[config.mk]
export PLATFORM = sky130hd
export DESIGN_NAME = ebsd_top
export DESIGN_NICKNAME = d
export VERILOG_FILES = /design/src/design/ebsd_pkg.sv /design/src/design/ebsd_top.sv
export SDC_FILE = /design/constraint.sdc
export NUM_CORES = 1
export LEC_CHECK = 0
export ABC_AREA = 0
export BUFFER_PORTS_ARGS = -buffer_cell sky130_fd_sc_hd__clkbuf_2
export CAP_MARGIN = 15
export CORE_ASPECT_RATIO = 1.75
export CORE_MARGIN = 4
export CORE_UTILIZATION = 46
export CTS_BUF_LIST = sky130_fd_sc_hd__clkbuf_4
export DETAILED_ROUTE_END_ITERATION = 6
export GPL_TIMING_DRIVEN = 0
export PLACE_DENSITY_LB_ADDON = 0.15
export SYNTH_ARGS = -nofsm -noshare
export SYNTH_HDL_FRONTEND = slang
export SYNTH_SLANG_ARGS = --single-unit
[constraint.sdc]
create_clock -name CLK -period 3.9 [get_ports CLK]
set_clock_uncertainty 0.15 [all_clocks]
set_input_delay 0.195 -clock CLK [delete_from_list [all_inputs] [get_ports CLK]]
set_output_delay 0.195 -clock CLK [all_outputs]
set_load 0.005 [all_outputs]
[src/design/ebsd_pkg.sv]
// Purpose: constants and types for the external bus space decoder
// Assumes: APB byte addresses, one 32-bit word per register
// Notes:   width codes are shared by global and per-space controls
`default_nettype none
package ebsd_pkg;
   // ----------------------------------------------------------------
   // register offsets
   // ----------------------------------------------------------------
   localparam logic [7:0] OFF_GLOBAL  = 8'h00;
   localparam logic [7:0] OFF_SPACE0  = 8'h04;
   localparam logic [7:0] OFF_ROUTE0  = 8'h14;
   localparam logic [7:0] OFF_ROUTE1  = 8'h18;
   localparam logic [7:0] OFF_ROUTE2  = 8'h1C;
   localparam logic [7:0] OFF_BND10   = 8'h20;
   localparam logic [7:0] OFF_BND21   = 8'h24;
   localparam logic [7:0] OFF_BND32   = 8'h28;
   localparam logic [7:0] OFF_KEY     = 8'h2C;
   localparam logic [7:0] OFF_PROTECT = 8'h30;
   localparam logic [7:0] OFF_MODE    = 8'h34;
   localparam logic [7:0] OFF_CLKCTL  = 8'h38;
   localparam logic [7:0] OFF_STATUS  = 8'h3C;
   // ----------------------------------------------------------------
   // field positions and codes
   // ----------------------------------------------------------------
   localparam int        MUX_BIT     = 2;
   localparam int        UNLOCK_BIT  = 1;
   localparam int        MICRO_BIT   = 0;
   localparam int        STROBE_BIT  = 1;
   localparam logic [1:0] W8         = 2'h0;
   localparam logic [1:0] W16        = 2'h1;
   localparam logic [1:0] W32        = 2'h2;
   localparam logic [7:0] KEY_OPEN   = 8'hAA;
   localparam logic [7:0] SPACE3_BASE = 8'h02;
   // ----------------------------------------------------------------
   // reset values
   // ----------------------------------------------------------------
   localparam logic [7:0] RST_BND10  = 8'hC0;
   localparam logic [7:0] RST_BND21  = 8'h80;
   localparam logic [7:0] RST_BND32  = 8'h40;
   localparam logic [3:0] RST_ROUTE  = 4'h0;
   typedef enum {ST_IDLE, ST_LAUNCH, ST_ADDR, ST_STROBE, ST_DONE}
      ebsd_state_e;
endpackage : ebsd_pkg
`default_nettype wire

[src/design/ebsd_top.sv]
// Purpose: external bus space decoder, APB registers, bus sequencer
// Assumes: boot straps come from logic on CLK; BCLK is asynchronous
// Notes:   sequencer strobes and selects change only on a sampled BCLK rise
`default_nettype none
module ebsd_top (
   // clock and reset
   input  wire logic        CLK,
   input  wire logic        RESET_N,
   // apb slave
   input  wire logic        PSEL,
   input  wire logic        PENABLE,
   input  wire logic        PWRITE,
   input  wire logic [7:0]  PADDR,
   input  wire logic [31:0] PWDATA,
   output var  logic [31:0] PRDATA,
   output logic             PREADY,
   output logic             PSLVERR,
   // boot straps
   input  wire logic        BOOT_MICRO_MODE,
   input  wire logic [1:0]  BOOT_VECTOR_LSB,
   // cpu bus adapter side
   input  wire logic        CPU_REQ,
   input  wire logic        CPU_WRITE,
   input  wire logic [31:0] CPU_ADDR,
   input  wire logic [63:0] CPU_WDATA,
   output var  logic [63:0] CPU_RDATA,
   output logic             CPU_DONE,
   output var  logic        CPU_MISS,
   // external bus
   input  wire logic        BCLK,
   output logic [23:0]      A_OUT,
   output logic [23:0]      A_OE,
   input  wire logic [15:0] A_IN,
   output logic [31:0]      D_OUT,
   output logic [31:0]      D_OE,
   input  wire logic [31:0] D_IN,
   output logic             RD_N,
   output logic             WR_N,
   output logic             ALE,
   output logic [3:0]       ALT_SEL_OUT,
   output logic [3:0]       ALT_SEL_OE,
   output logic [2:0]       PORT_SEL_OUT,
   output logic [2:0]       PORT_SEL_OE
);
   // ----------------------------------------------------------------
   // helpers
   // ----------------------------------------------------------------
   function automatic logic [6:0] bits_of(input logic [1:0] w);
      unique case (w)
         ebsd_pkg::W16: bits_of = 7'd16;
         ebsd_pkg::W32: bits_of = 7'd32;
         default:       bits_of = 7'd8;
      endcase
   endfunction : bits_of

   function automatic logic [31:0] mask_of(input logic [1:0] w);
      mask_of = (32'h1 << bits_of(w)) - 32'h1;
      if (w == ebsd_pkg::W32) begin
         mask_of = 32'hFFFFFFFF;
      end
   endfunction : mask_of

   // ----------------------------------------------------------------
   // bus clock sampling
   // ----------------------------------------------------------------
   logic bclk_s1, bclk_s2, bclk_s3;
   logic [31:0] d_s1, d_s2;
   logic [15:0] a_s1, a_s2;
   logic bclk_rise;
   // third stage only feeds the edge compare, never the first
   always_ff @(posedge CLK) begin
      bclk_s1 <= BCLK;
      bclk_s2 <= bclk_s1;
      bclk_s3 <= bclk_s2;
      d_s1    <= D_IN;
      d_s2    <= d_s1;
      a_s1    <= A_IN;
      a_s2    <= a_s1;
   end
   assign bclk_rise = bclk_s2 & ~bclk_s3;

   // ----------------------------------------------------------------
   // registers
   // ----------------------------------------------------------------
   logic [2:0] gbc, next_gbc;
   logic [2:0] sbc [0:3];
   logic [2:0] next_sbc [0:3];
   logic [3:0] route0, next_route0, route1, next_route1;
   logic [2:0] route2, next_route2;
   logic [7:0] bnd10, next_bnd10, bnd21, next_bnd21;
   logic [7:0] bnd32, next_bnd32, key, next_key;
   logic       unlock, next_unlock, micro, next_micro;
   logic       strobe_style, next_strobe_style;
   logic       clk_set, next_clk_set, strap_done;
   logic [31:0] rd_val;
   logic        hit;
   logic [3:0]  status;
   logic        wr_en;

   assign wr_en   = PSEL & PENABLE & PWRITE;
   assign PREADY  = PENABLE;
   assign PSLVERR = PSEL & PENABLE & ~hit;

   // next register values from apb writes and boot straps
   always_comb begin
      next_gbc          = gbc;
      next_sbc          = sbc;
      next_route0       = route0;
      next_route1       = route1;
      next_route2       = route2;
      next_bnd10        = bnd10;
      next_bnd21        = bnd21;
      next_bnd32        = bnd32;
      next_key          = key;
      next_unlock       = unlock;
      next_micro        = micro;
      next_strobe_style = strobe_style;
      next_clk_set      = clk_set;
      if (!strap_done) begin
         // straps caught once, right after reset release
         next_micro     = BOOT_MICRO_MODE;
         next_gbc[1:0]  = BOOT_VECTOR_LSB;
         for (int i = 0; i < 4; i++) begin
            next_sbc[i][1:0] = BOOT_VECTOR_LSB;
         end
         next_route0[0] = BOOT_MICRO_MODE;
      end else if (wr_en) begin
         unique case (PADDR)
            ebsd_pkg::OFF_GLOBAL: begin
               if (key == ebsd_pkg::KEY_OPEN) begin
                  next_gbc = PWDATA[2:0];
               end
            end
            ebsd_pkg::OFF_ROUTE0:  next_route0 = PWDATA[3:0];
            ebsd_pkg::OFF_ROUTE1:  next_route1 = PWDATA[3:0];
            ebsd_pkg::OFF_ROUTE2: begin
               if (unlock) begin
                  next_route2 = PWDATA[2:0];
               end
            end
            ebsd_pkg::OFF_BND10:   next_bnd10 = PWDATA[7:0];
            ebsd_pkg::OFF_BND21:   next_bnd21 = PWDATA[7:0];
            ebsd_pkg::OFF_BND32:   next_bnd32 = PWDATA[7:0];
            ebsd_pkg::OFF_KEY:     next_key   = PWDATA[7:0];
            ebsd_pkg::OFF_PROTECT: begin
               next_unlock = PWDATA[ebsd_pkg::UNLOCK_BIT];
            end
            ebsd_pkg::OFF_MODE: begin
               next_strobe_style = PWDATA[ebsd_pkg::STROBE_BIT];
            end
            ebsd_pkg::OFF_CLKCTL:  next_clk_set = PWDATA[0];
            default: begin
               for (int i = 0; i < 4; i++) begin
                  if (PADDR == ebsd_pkg::OFF_SPACE0 + 8'(4 * i) &&
                      key == ebsd_pkg::KEY_OPEN) begin
                     next_sbc[i] = PWDATA[2:0];
                  end
               end
            end
         endcase
      end
   end

   // read mux and address decode
   always_comb begin
      rd_val = 32'h0;
      hit    = 1'b1;
      unique case (PADDR)
         ebsd_pkg::OFF_GLOBAL:  rd_val = {29'h0, gbc};
         ebsd_pkg::OFF_ROUTE0:  rd_val = {28'h0, route0};
         ebsd_pkg::OFF_ROUTE1:  rd_val = {28'h0, route1};
         ebsd_pkg::OFF_ROUTE2:  rd_val = {29'h0, route2};
         ebsd_pkg::OFF_BND10:   rd_val = {24'h0, bnd10};
         ebsd_pkg::OFF_BND21:   rd_val = {24'h0, bnd21};
         ebsd_pkg::OFF_BND32:   rd_val = {24'h0, bnd32};
         ebsd_pkg::OFF_KEY:     rd_val = {24'h0, key};
         ebsd_pkg::OFF_PROTECT: rd_val = {30'h0, unlock, 1'b0};
         ebsd_pkg::OFF_MODE:    rd_val = {30'h0, strobe_style, micro};
         ebsd_pkg::OFF_CLKCTL:  rd_val = {31'h0, clk_set};
         ebsd_pkg::OFF_STATUS:  rd_val = {28'h0, status};
         default: begin
            hit = 1'b0;
            for (int i = 0; i < 4; i++) begin
               if (PADDR == ebsd_pkg::OFF_SPACE0 + 8'(4 * i)) begin
                  rd_val = {29'h0, sbc[i]};
                  hit    = 1'b1;
               end
            end
         end
      endcase
   end

   // register state; read data latched in the setup cycle
   always_ff @(posedge CLK) begin
      if (!RESET_N) begin
         gbc <= 3'h0;
         for (int i = 0; i < 4; i++) begin
            sbc[i] <= 3'h0;
         end
         route0       <= ebsd_pkg::RST_ROUTE;
         route1       <= ebsd_pkg::RST_ROUTE;
         route2       <= 3'h0;
         bnd10        <= ebsd_pkg::RST_BND10;
         bnd21        <= ebsd_pkg::RST_BND21;
         bnd32        <= ebsd_pkg::RST_BND32;
         key          <= 8'h00;
         unlock       <= 1'b0;
         micro        <= 1'b0;
         strobe_style <= 1'b0;
         clk_set      <= 1'b0;
         strap_done   <= 1'b0;
         PRDATA       <= 32'h0;
      end else begin
         gbc          <= next_gbc;
         sbc          <= next_sbc;
         route0       <= next_route0;
         route1       <= next_route1;
         route2       <= next_route2;
         bnd10        <= next_bnd10;
         bnd21        <= next_bnd21;
         bnd32        <= next_bnd32;
         key          <= next_key;
         unlock       <= next_unlock;
         micro        <= next_micro;
         strobe_style <= next_strobe_style;
         clk_set      <= next_clk_set;
         strap_done   <= 1'b1;
         if (PSEL && !PENABLE) begin
            PRDATA <= rd_val;
         end
      end
   end

   // ----------------------------------------------------------------
   // space decode
   // ----------------------------------------------------------------
   logic [7:0] idx;
   logic       dec_hit;
   logic [1:0] dec_space;
   always_comb begin
      idx       = CPU_ADDR[25:18];
      dec_hit   = CPU_ADDR[31:26] == {6{CPU_ADDR[25]}};
      dec_space = 2'd0;
      if (idx >= bnd10) begin
         dec_space = 2'd0;
      end else if (idx >= bnd21) begin
         dec_space = 2'd1;
      end else if (idx >= bnd32) begin
         dec_space = 2'd2;
      end else if (idx >= ebsd_pkg::SPACE3_BASE) begin
         dec_space = 2'd3;
      end else begin
         dec_hit = 1'b0;
      end
   end

   // ----------------------------------------------------------------
   // bus sequencer
   // ----------------------------------------------------------------
   ebsd_pkg::ebsd_state_e st, next_st;
   logic [2:0]  beat, next_beat, last, next_last;
   logic [1:0]  space, next_space, swid, next_swid;
   logic        wr, next_wr, muxed, next_muxed;
   logic        seen, next_seen, next_miss;
   logic [25:0] base, next_base;
   logic [23:0] cur_a, next_cur_a;
   logic [63:0] wbuf, next_wbuf, next_rbuf;
   logic [3:0]  sel_n, next_sel_n;
   logic [6:0]  nb;
   logic [63:0] din;

   assign nb       = bits_of(swid);
   assign CPU_DONE = (st == ebsd_pkg::ST_DONE);
   assign status   = {space, ~sel_n[space], st != ebsd_pkg::ST_IDLE};

   always_comb begin
      next_st    = st;
      next_beat  = beat;
      next_last  = last;
      next_space = space;
      next_swid  = swid;
      next_wr    = wr;
      next_muxed = muxed;
      next_seen  = seen;
      next_miss  = CPU_MISS;
      next_base  = base;
      next_cur_a = cur_a;
      next_wbuf  = wbuf;
      next_rbuf  = CPU_RDATA;
      next_sel_n = sel_n;
      din        = muxed ? {48'h0, a_s2} : {32'h0, d_s2};
      unique case (st)
         ebsd_pkg::ST_IDLE: begin
            if (CPU_REQ) begin
               next_miss  = ~dec_hit;
               next_space = dec_space;
               next_swid  = sbc[dec_space][1:0];
               next_muxed = sbc[dec_space][ebsd_pkg::MUX_BIT] |
                            gbc[ebsd_pkg::MUX_BIT];
               next_wr    = CPU_WRITE;
               next_base  = CPU_ADDR[25:0];
               next_wbuf  = CPU_WDATA;
               next_rbuf  = 64'h0;
               next_beat  = 3'd0;
               // index of the last beat in a 64-bit word
               next_last  = 3'(7'd63 / bits_of(next_swid));
               next_st    = dec_hit ? ebsd_pkg::ST_LAUNCH
                                    : ebsd_pkg::ST_DONE;
            end
         end
         ebsd_pkg::ST_LAUNCH: begin
            if (bclk_rise) begin
               next_cur_a = base[23:0];
               next_sel_n = ~(4'h1 << space);
               next_seen  = 1'b1;
               next_st    = ebsd_pkg::ST_ADDR;
            end
         end
         ebsd_pkg::ST_ADDR: begin
            if (bclk_rise) begin
               next_st = ebsd_pkg::ST_STROBE;
            end
         end
         ebsd_pkg::ST_STROBE: begin
            if (bclk_rise) begin
               // newest beat enters at the top, so the word
               // ends up in order after the last beat
               next_rbuf = (CPU_RDATA >> nb) |
                  ((din & {32'h0, mask_of(swid)}) << (7'd64 - nb));
               next_wbuf  = wbuf >> nb;
               next_beat  = beat + 3'd1;
               next_cur_a = cur_a + 24'(nb >> 3);
               next_st    = (beat == last) ? ebsd_pkg::ST_DONE
                                           : ebsd_pkg::ST_ADDR;
            end
         end
         ebsd_pkg::ST_DONE: begin
            next_st = ebsd_pkg::ST_IDLE;
         end
      endcase
   end

   always_ff @(posedge CLK) begin
      if (!RESET_N) begin
         st        <= ebsd_pkg::ST_IDLE;
         beat      <= 3'd0;
         last      <= 3'd0;
         space     <= 2'd0;
         swid      <= 2'd0;
         wr        <= 1'b0;
         muxed     <= 1'b0;
         seen      <= 1'b0;
         CPU_MISS  <= 1'b0;
         base      <= 26'h0;
         cur_a     <= 24'h0;
         wbuf      <= 64'h0;
         CPU_RDATA <= 64'h0;
         sel_n     <= 4'hF;
      end else begin
         st        <= next_st;
         beat      <= next_beat;
         last      <= next_last;
         space     <= next_space;
         swid      <= next_swid;
         wr        <= next_wr;
         muxed     <= next_muxed;
         seen      <= next_seen;
         CPU_MISS  <= next_miss;
         base      <= next_base;
         cur_a     <= next_cur_a;
         wbuf      <= next_wbuf;
         CPU_RDATA <= next_rbuf;
         sel_n     <= next_sel_n;
      end
   end

   // ----------------------------------------------------------------
   // pin assembly from registered bus state
   // ----------------------------------------------------------------
   logic strobe, byte2_mode, all_mux;
   logic [31:0] beat_d;
   assign strobe     = (st == ebsd_pkg::ST_STROBE);
   assign all_mux    = gbc[ebsd_pkg::MUX_BIT];
   assign byte2_mode = strobe_style & (gbc[1:0] == ebsd_pkg::W32);
   // lanes above the space width carry zeros
   assign beat_d     = wbuf[31:0] & mask_of(swid);
   assign RD_N       = ~(strobe & ~wr);
   assign WR_N       = ~(strobe & wr);
   assign ALE        = muxed & (st == ebsd_pkg::ST_ADDR);
   assign ALT_SEL_OUT = sel_n;
   assign ALT_SEL_OE  = route1;

   always_comb begin
      A_OUT = cur_a;
      A_OE  = {24{seen}};
      if (all_mux) begin
         A_OE[19:16] = 4'h0;
      end
      if (muxed && strobe) begin
         if (swid == ebsd_pkg::W8) begin
            A_OUT[7:0] = beat_d[7:0];
         end else begin
            A_OUT[15:0] = beat_d[15:0];
         end
         if (!wr) begin
            A_OE[15:0] = 16'h0;
         end
      end
      for (int i = 0; i < 4; i++) begin
         if (route0[3 - i]) begin
            A_OUT[20 + i] = sel_n[3 - i];
            A_OE[20 + i]  = 1'b1;
         end
      end
      D_OUT = beat_d;
      D_OE  = (strobe && wr && !muxed && !all_mux) ?
              mask_of(gbc[1:0]) : 32'h0;
      PORT_SEL_OUT = sel_n[3:1];
      PORT_SEL_OE  = route2;
      if (byte2_mode) begin
         PORT_SEL_OUT[2] = ~(strobe & wr & (swid == ebsd_pkg::W32));
         PORT_SEL_OE[2]  = 1'b1;
      end
   end
endmodule : ebsd_top
`default_nettype wire

==> reports/summary.md <==
The fraction of the cycle the final worst path needs is 0.974. The worst setup path is launched from a register. Hold is met by 38.8 ps. Compared with the post-synthesis result, the final layout area differs by 32.8%. For this design the static power due to leakage is 10.4 nW. The count of endpoints failing setup in the final report was 0. Setup slack on the critical path of the routed design comes to 99.7 ps.

The timing-limited maximum frequency was 0.263 GHz; the combined area of all synthesized cells was 19100 µm². TritonCTS built the clock tree. The number of hold violations in the final report was 0; the relative slew slack was 0.218.

The die is 278 µm tall. In the routed design, unresolved DRC markers number 0. The first TritonRoute pass finished after 6 iterations.

CTS clock-pin slew for the worst setup and hold paths: 70 ps. The die is 162 µm wide. After the last flow step, the layout net total stands at 3239.

The run gives 0.407 as the total track usage. In this run the most critical hold path is launched from CPU_ADDR[0]. Setup slack on the worst reg-to-reg path comes out at 220 ps.

CTS root buffer: clkbuf_4. In this run the remaining antenna-violating nets after routing total 0. By startpoint and endpoint, the worst setup path is classified as reg2out. The worst register-to-register path has a depth of 10.

In this run the cell area measured after placement is 21800 µm². The logs give 0 for the aggregate global routing overflow and 3 for the CTS H-tree depth. The tools report the global routing usage on met2 as 0.691. The flow ran to the end, and the final reports show no timing, DRC or antenna violations. For the pin with the worst max-slew slack, the measured transition is 1170 ps. Proportion of synthesized flip-flops having asynchronous set or reset: 0.

The core occupancy in the finished layout was 0.621. Setup repair after global routing left no endpoint under its margin. In this run the worst path has a maximum fanout of 10.

Synthesis handed over a netlist of 2273 instances. Data on the critical path arrives at its endpoint at 3460 ps. The number of setup buffers added after CTS is 0. The total CTS buffers came out at 88.

The number of vias per cell after detailed routing was 6.03. The count of buffers added on input and output ports is 375. In this run the critical register-to-register path is captured at wbuf[10]. The post-detailed-routing wire length was 95200 µm; the required arrival time at the worst endpoint was 3560 ps. Top flip-flop cell by instance count after synthesis: dfxtp_1. The final period demand of the worst path is 3800 ps. The library cell used most frequently in the layout, excluding fill and tap cells, is clkbuf_2. Dividing the detail-routed wire length by the instance count gives 26.2 µm.

The clock passes through at most 3 buffers. During I/O placement, the number of pins put on the boundary was 424. The tools report the met1 usage as 0.430. Entering global routing, the biggest net connects 17 pins.

The logs give 21900 for the total vias in the final route and 0 for the max-cap violation count. Met3 demand-to-capacity share in global routing: 0.0825. Count of flip-flops with a built-in enable after synthesis: 0. Initial DRC count: 2694. In this run, distinct cell masters in the synthesized netlist total 72. The number of max-slew violations in the final report was 0; the wire length of the first global-routing pass was 138000 µm. At the end of routability-driven placement, the weighted congestion stood at 1.04. OpenSTA, run right after detailed placement, puts the worst setup slack at -509 ps.

Total number of placement rows: 98. The maximum vdd drop was 0.273 mV. In this run the most used layer during global routing was met2. Synthesis inferred 367 register bits.

The startpoint of the most critical setup path was swid[1]. The tools report the die area as 45100 µm². Dividing total power by cell area gives a power density of 354 nW/µm². In this run the mean area of a mapped cell was 8.42 µm². The number of global-route vias before repair was 22300; the worst-skew pair later-pin latency was 860 ps. The tools report the sequential-to-total area share from yosys stat as 0.384. Detailed placement finished with a half-perimeter wire length of 69200 µm. The startpoint identified for the worst register-to-register timing path is swid[1]. The endpoint type of the worst setup path was an output port.

The tools report the number of antenna violations at the first check in global routing as 4. The area of all placed cells without fillers was 25400 µm². The initial cell density of the core was 0.467; the standard cell core area was 41000 µm².

The tools report the endpoint of the most critical setup path as A_OUT[14]. Overall power consumption after layout is estimated at 0.00899 W. In this run the worst hold path is classified as in2reg. For this run, the number of Yosys warnings is 0. The library cells used most frequently in the layout, excluding fill and tap cells, are clkbuf_2, dfxtp_1, nor2_1. The share of post-route cells with drive strength above 1 is 0.241. The CTS sink count is 367.
## registers in the layout, indices dropped and copies added, names as in the netlist, 8 cells and up
signal	cells
base	24
cur_a	24
a_s2	16
key	8
a_s1	16
d_s1	32
d_s2	32
bnd21	8
sbc	12
CPU_RDATA	64
bnd10	8
bnd32	8
wbuf	64
PRDATA	8
## stage by stage
step	instances	TNS, ps
after floorplan	2296	0
after global placement	3221	-3800
after detailed placement	3221	-4130
after CTS	3627	0
after global routing	3634	0
final	3637	0
## cell usage after synthesis, types with 31 or more instances
master | count | area share
nor3_1 | 61 | 0.016
nor2_1 | 274 | 0.054
a22oi_1 | 50 | 0.020
and2_1 | 38 | 0.012
a21oi_1 | 236 | 0.062
inv_1 | 39 | 0.0076
buf_4 | 80 | 0.031
mux4_2 | 31 | 0.036
nand2_1 | 231 | 0.045
o21ai_0 | 79 | 0.021
mux2_2 | 43 | 0.025
clkbuf_1 | 115 | 0.023
dfxtp_1 | 367 | 0.38
a211oi_1 | 60 | 0.024
ha_1 | 35 | 0.023
buf_2 | 42 | 0.011
mux2i_1 | 159 | 0.083
nand3_1 | 40 | 0.010
## worst min-delay path by stage
stage	cells after the start	slack (ps)	to
detailed placement	1	150	d_s1[15]
global route	4	40	base[0]
finish	4	40	base[0]
floorplan	0	70	a_s1[0]
global placement	1	150	d_s1[27]
CTS	4	2	wbuf[58]
## kinds of logic after synthesis
family,synth area share
compound gates,0.196
fa+ha+maj,0.0239
other cells,0.000196
buf+inv,0.0765
flops,0.384
mux,0.145
simple gates,0.171
xor+xnor,0.00275
## per-layer routing
layer  wire, µm  share of wire
met1      31500           0.33
met2      46000           0.48
met3       8620          0.091
met4       9130          0.096
met5          0              0
## repair_timing
action / CTS / global route
hold buffers: 245 / 0
gates resized for setup: 8 / 8
hold endpoints to repair: 218 / 0
setup endpoints to repair: 34 / 9
## power breakdown
part / total (W) / leakage (nW) / switching [W] / internal, W
Combinational: 0.00172 / 6.71 / 0.00108 / 0.000642
Clock: 0.00325 / 0.650 / 0.00174 / 0.00150
Sequential: 0.00402 / 3.02 / 0.000132 / 0.00389
Total: 0.00899 / 10.4 / 0.00295 / 0.00603
## cell type report
type,count,area (µm²)
Inverter,41,154
Antenna cell,8,20.0
Sequential cell,367,7350
Clock buffer,125,938
Tap cell,550,688
Timing Repair Buffer,622,4340
Clock inverter,36,178
Fill cell,3695,15500
Multi-Input combinational cell,1633,10400
Buffer,255,1330
## worst max-delay path, stage by stage (launching register included)
cell and delay (ps):
dfxtp_1 390, inv_1 80, ha_1 310, clkbuf_2 300, clkbuf_2 470, clkbuf_1 460
and2_1 320, mux2_2 200, clkbuf_2 110
Power figures use the tool's default switching activity.
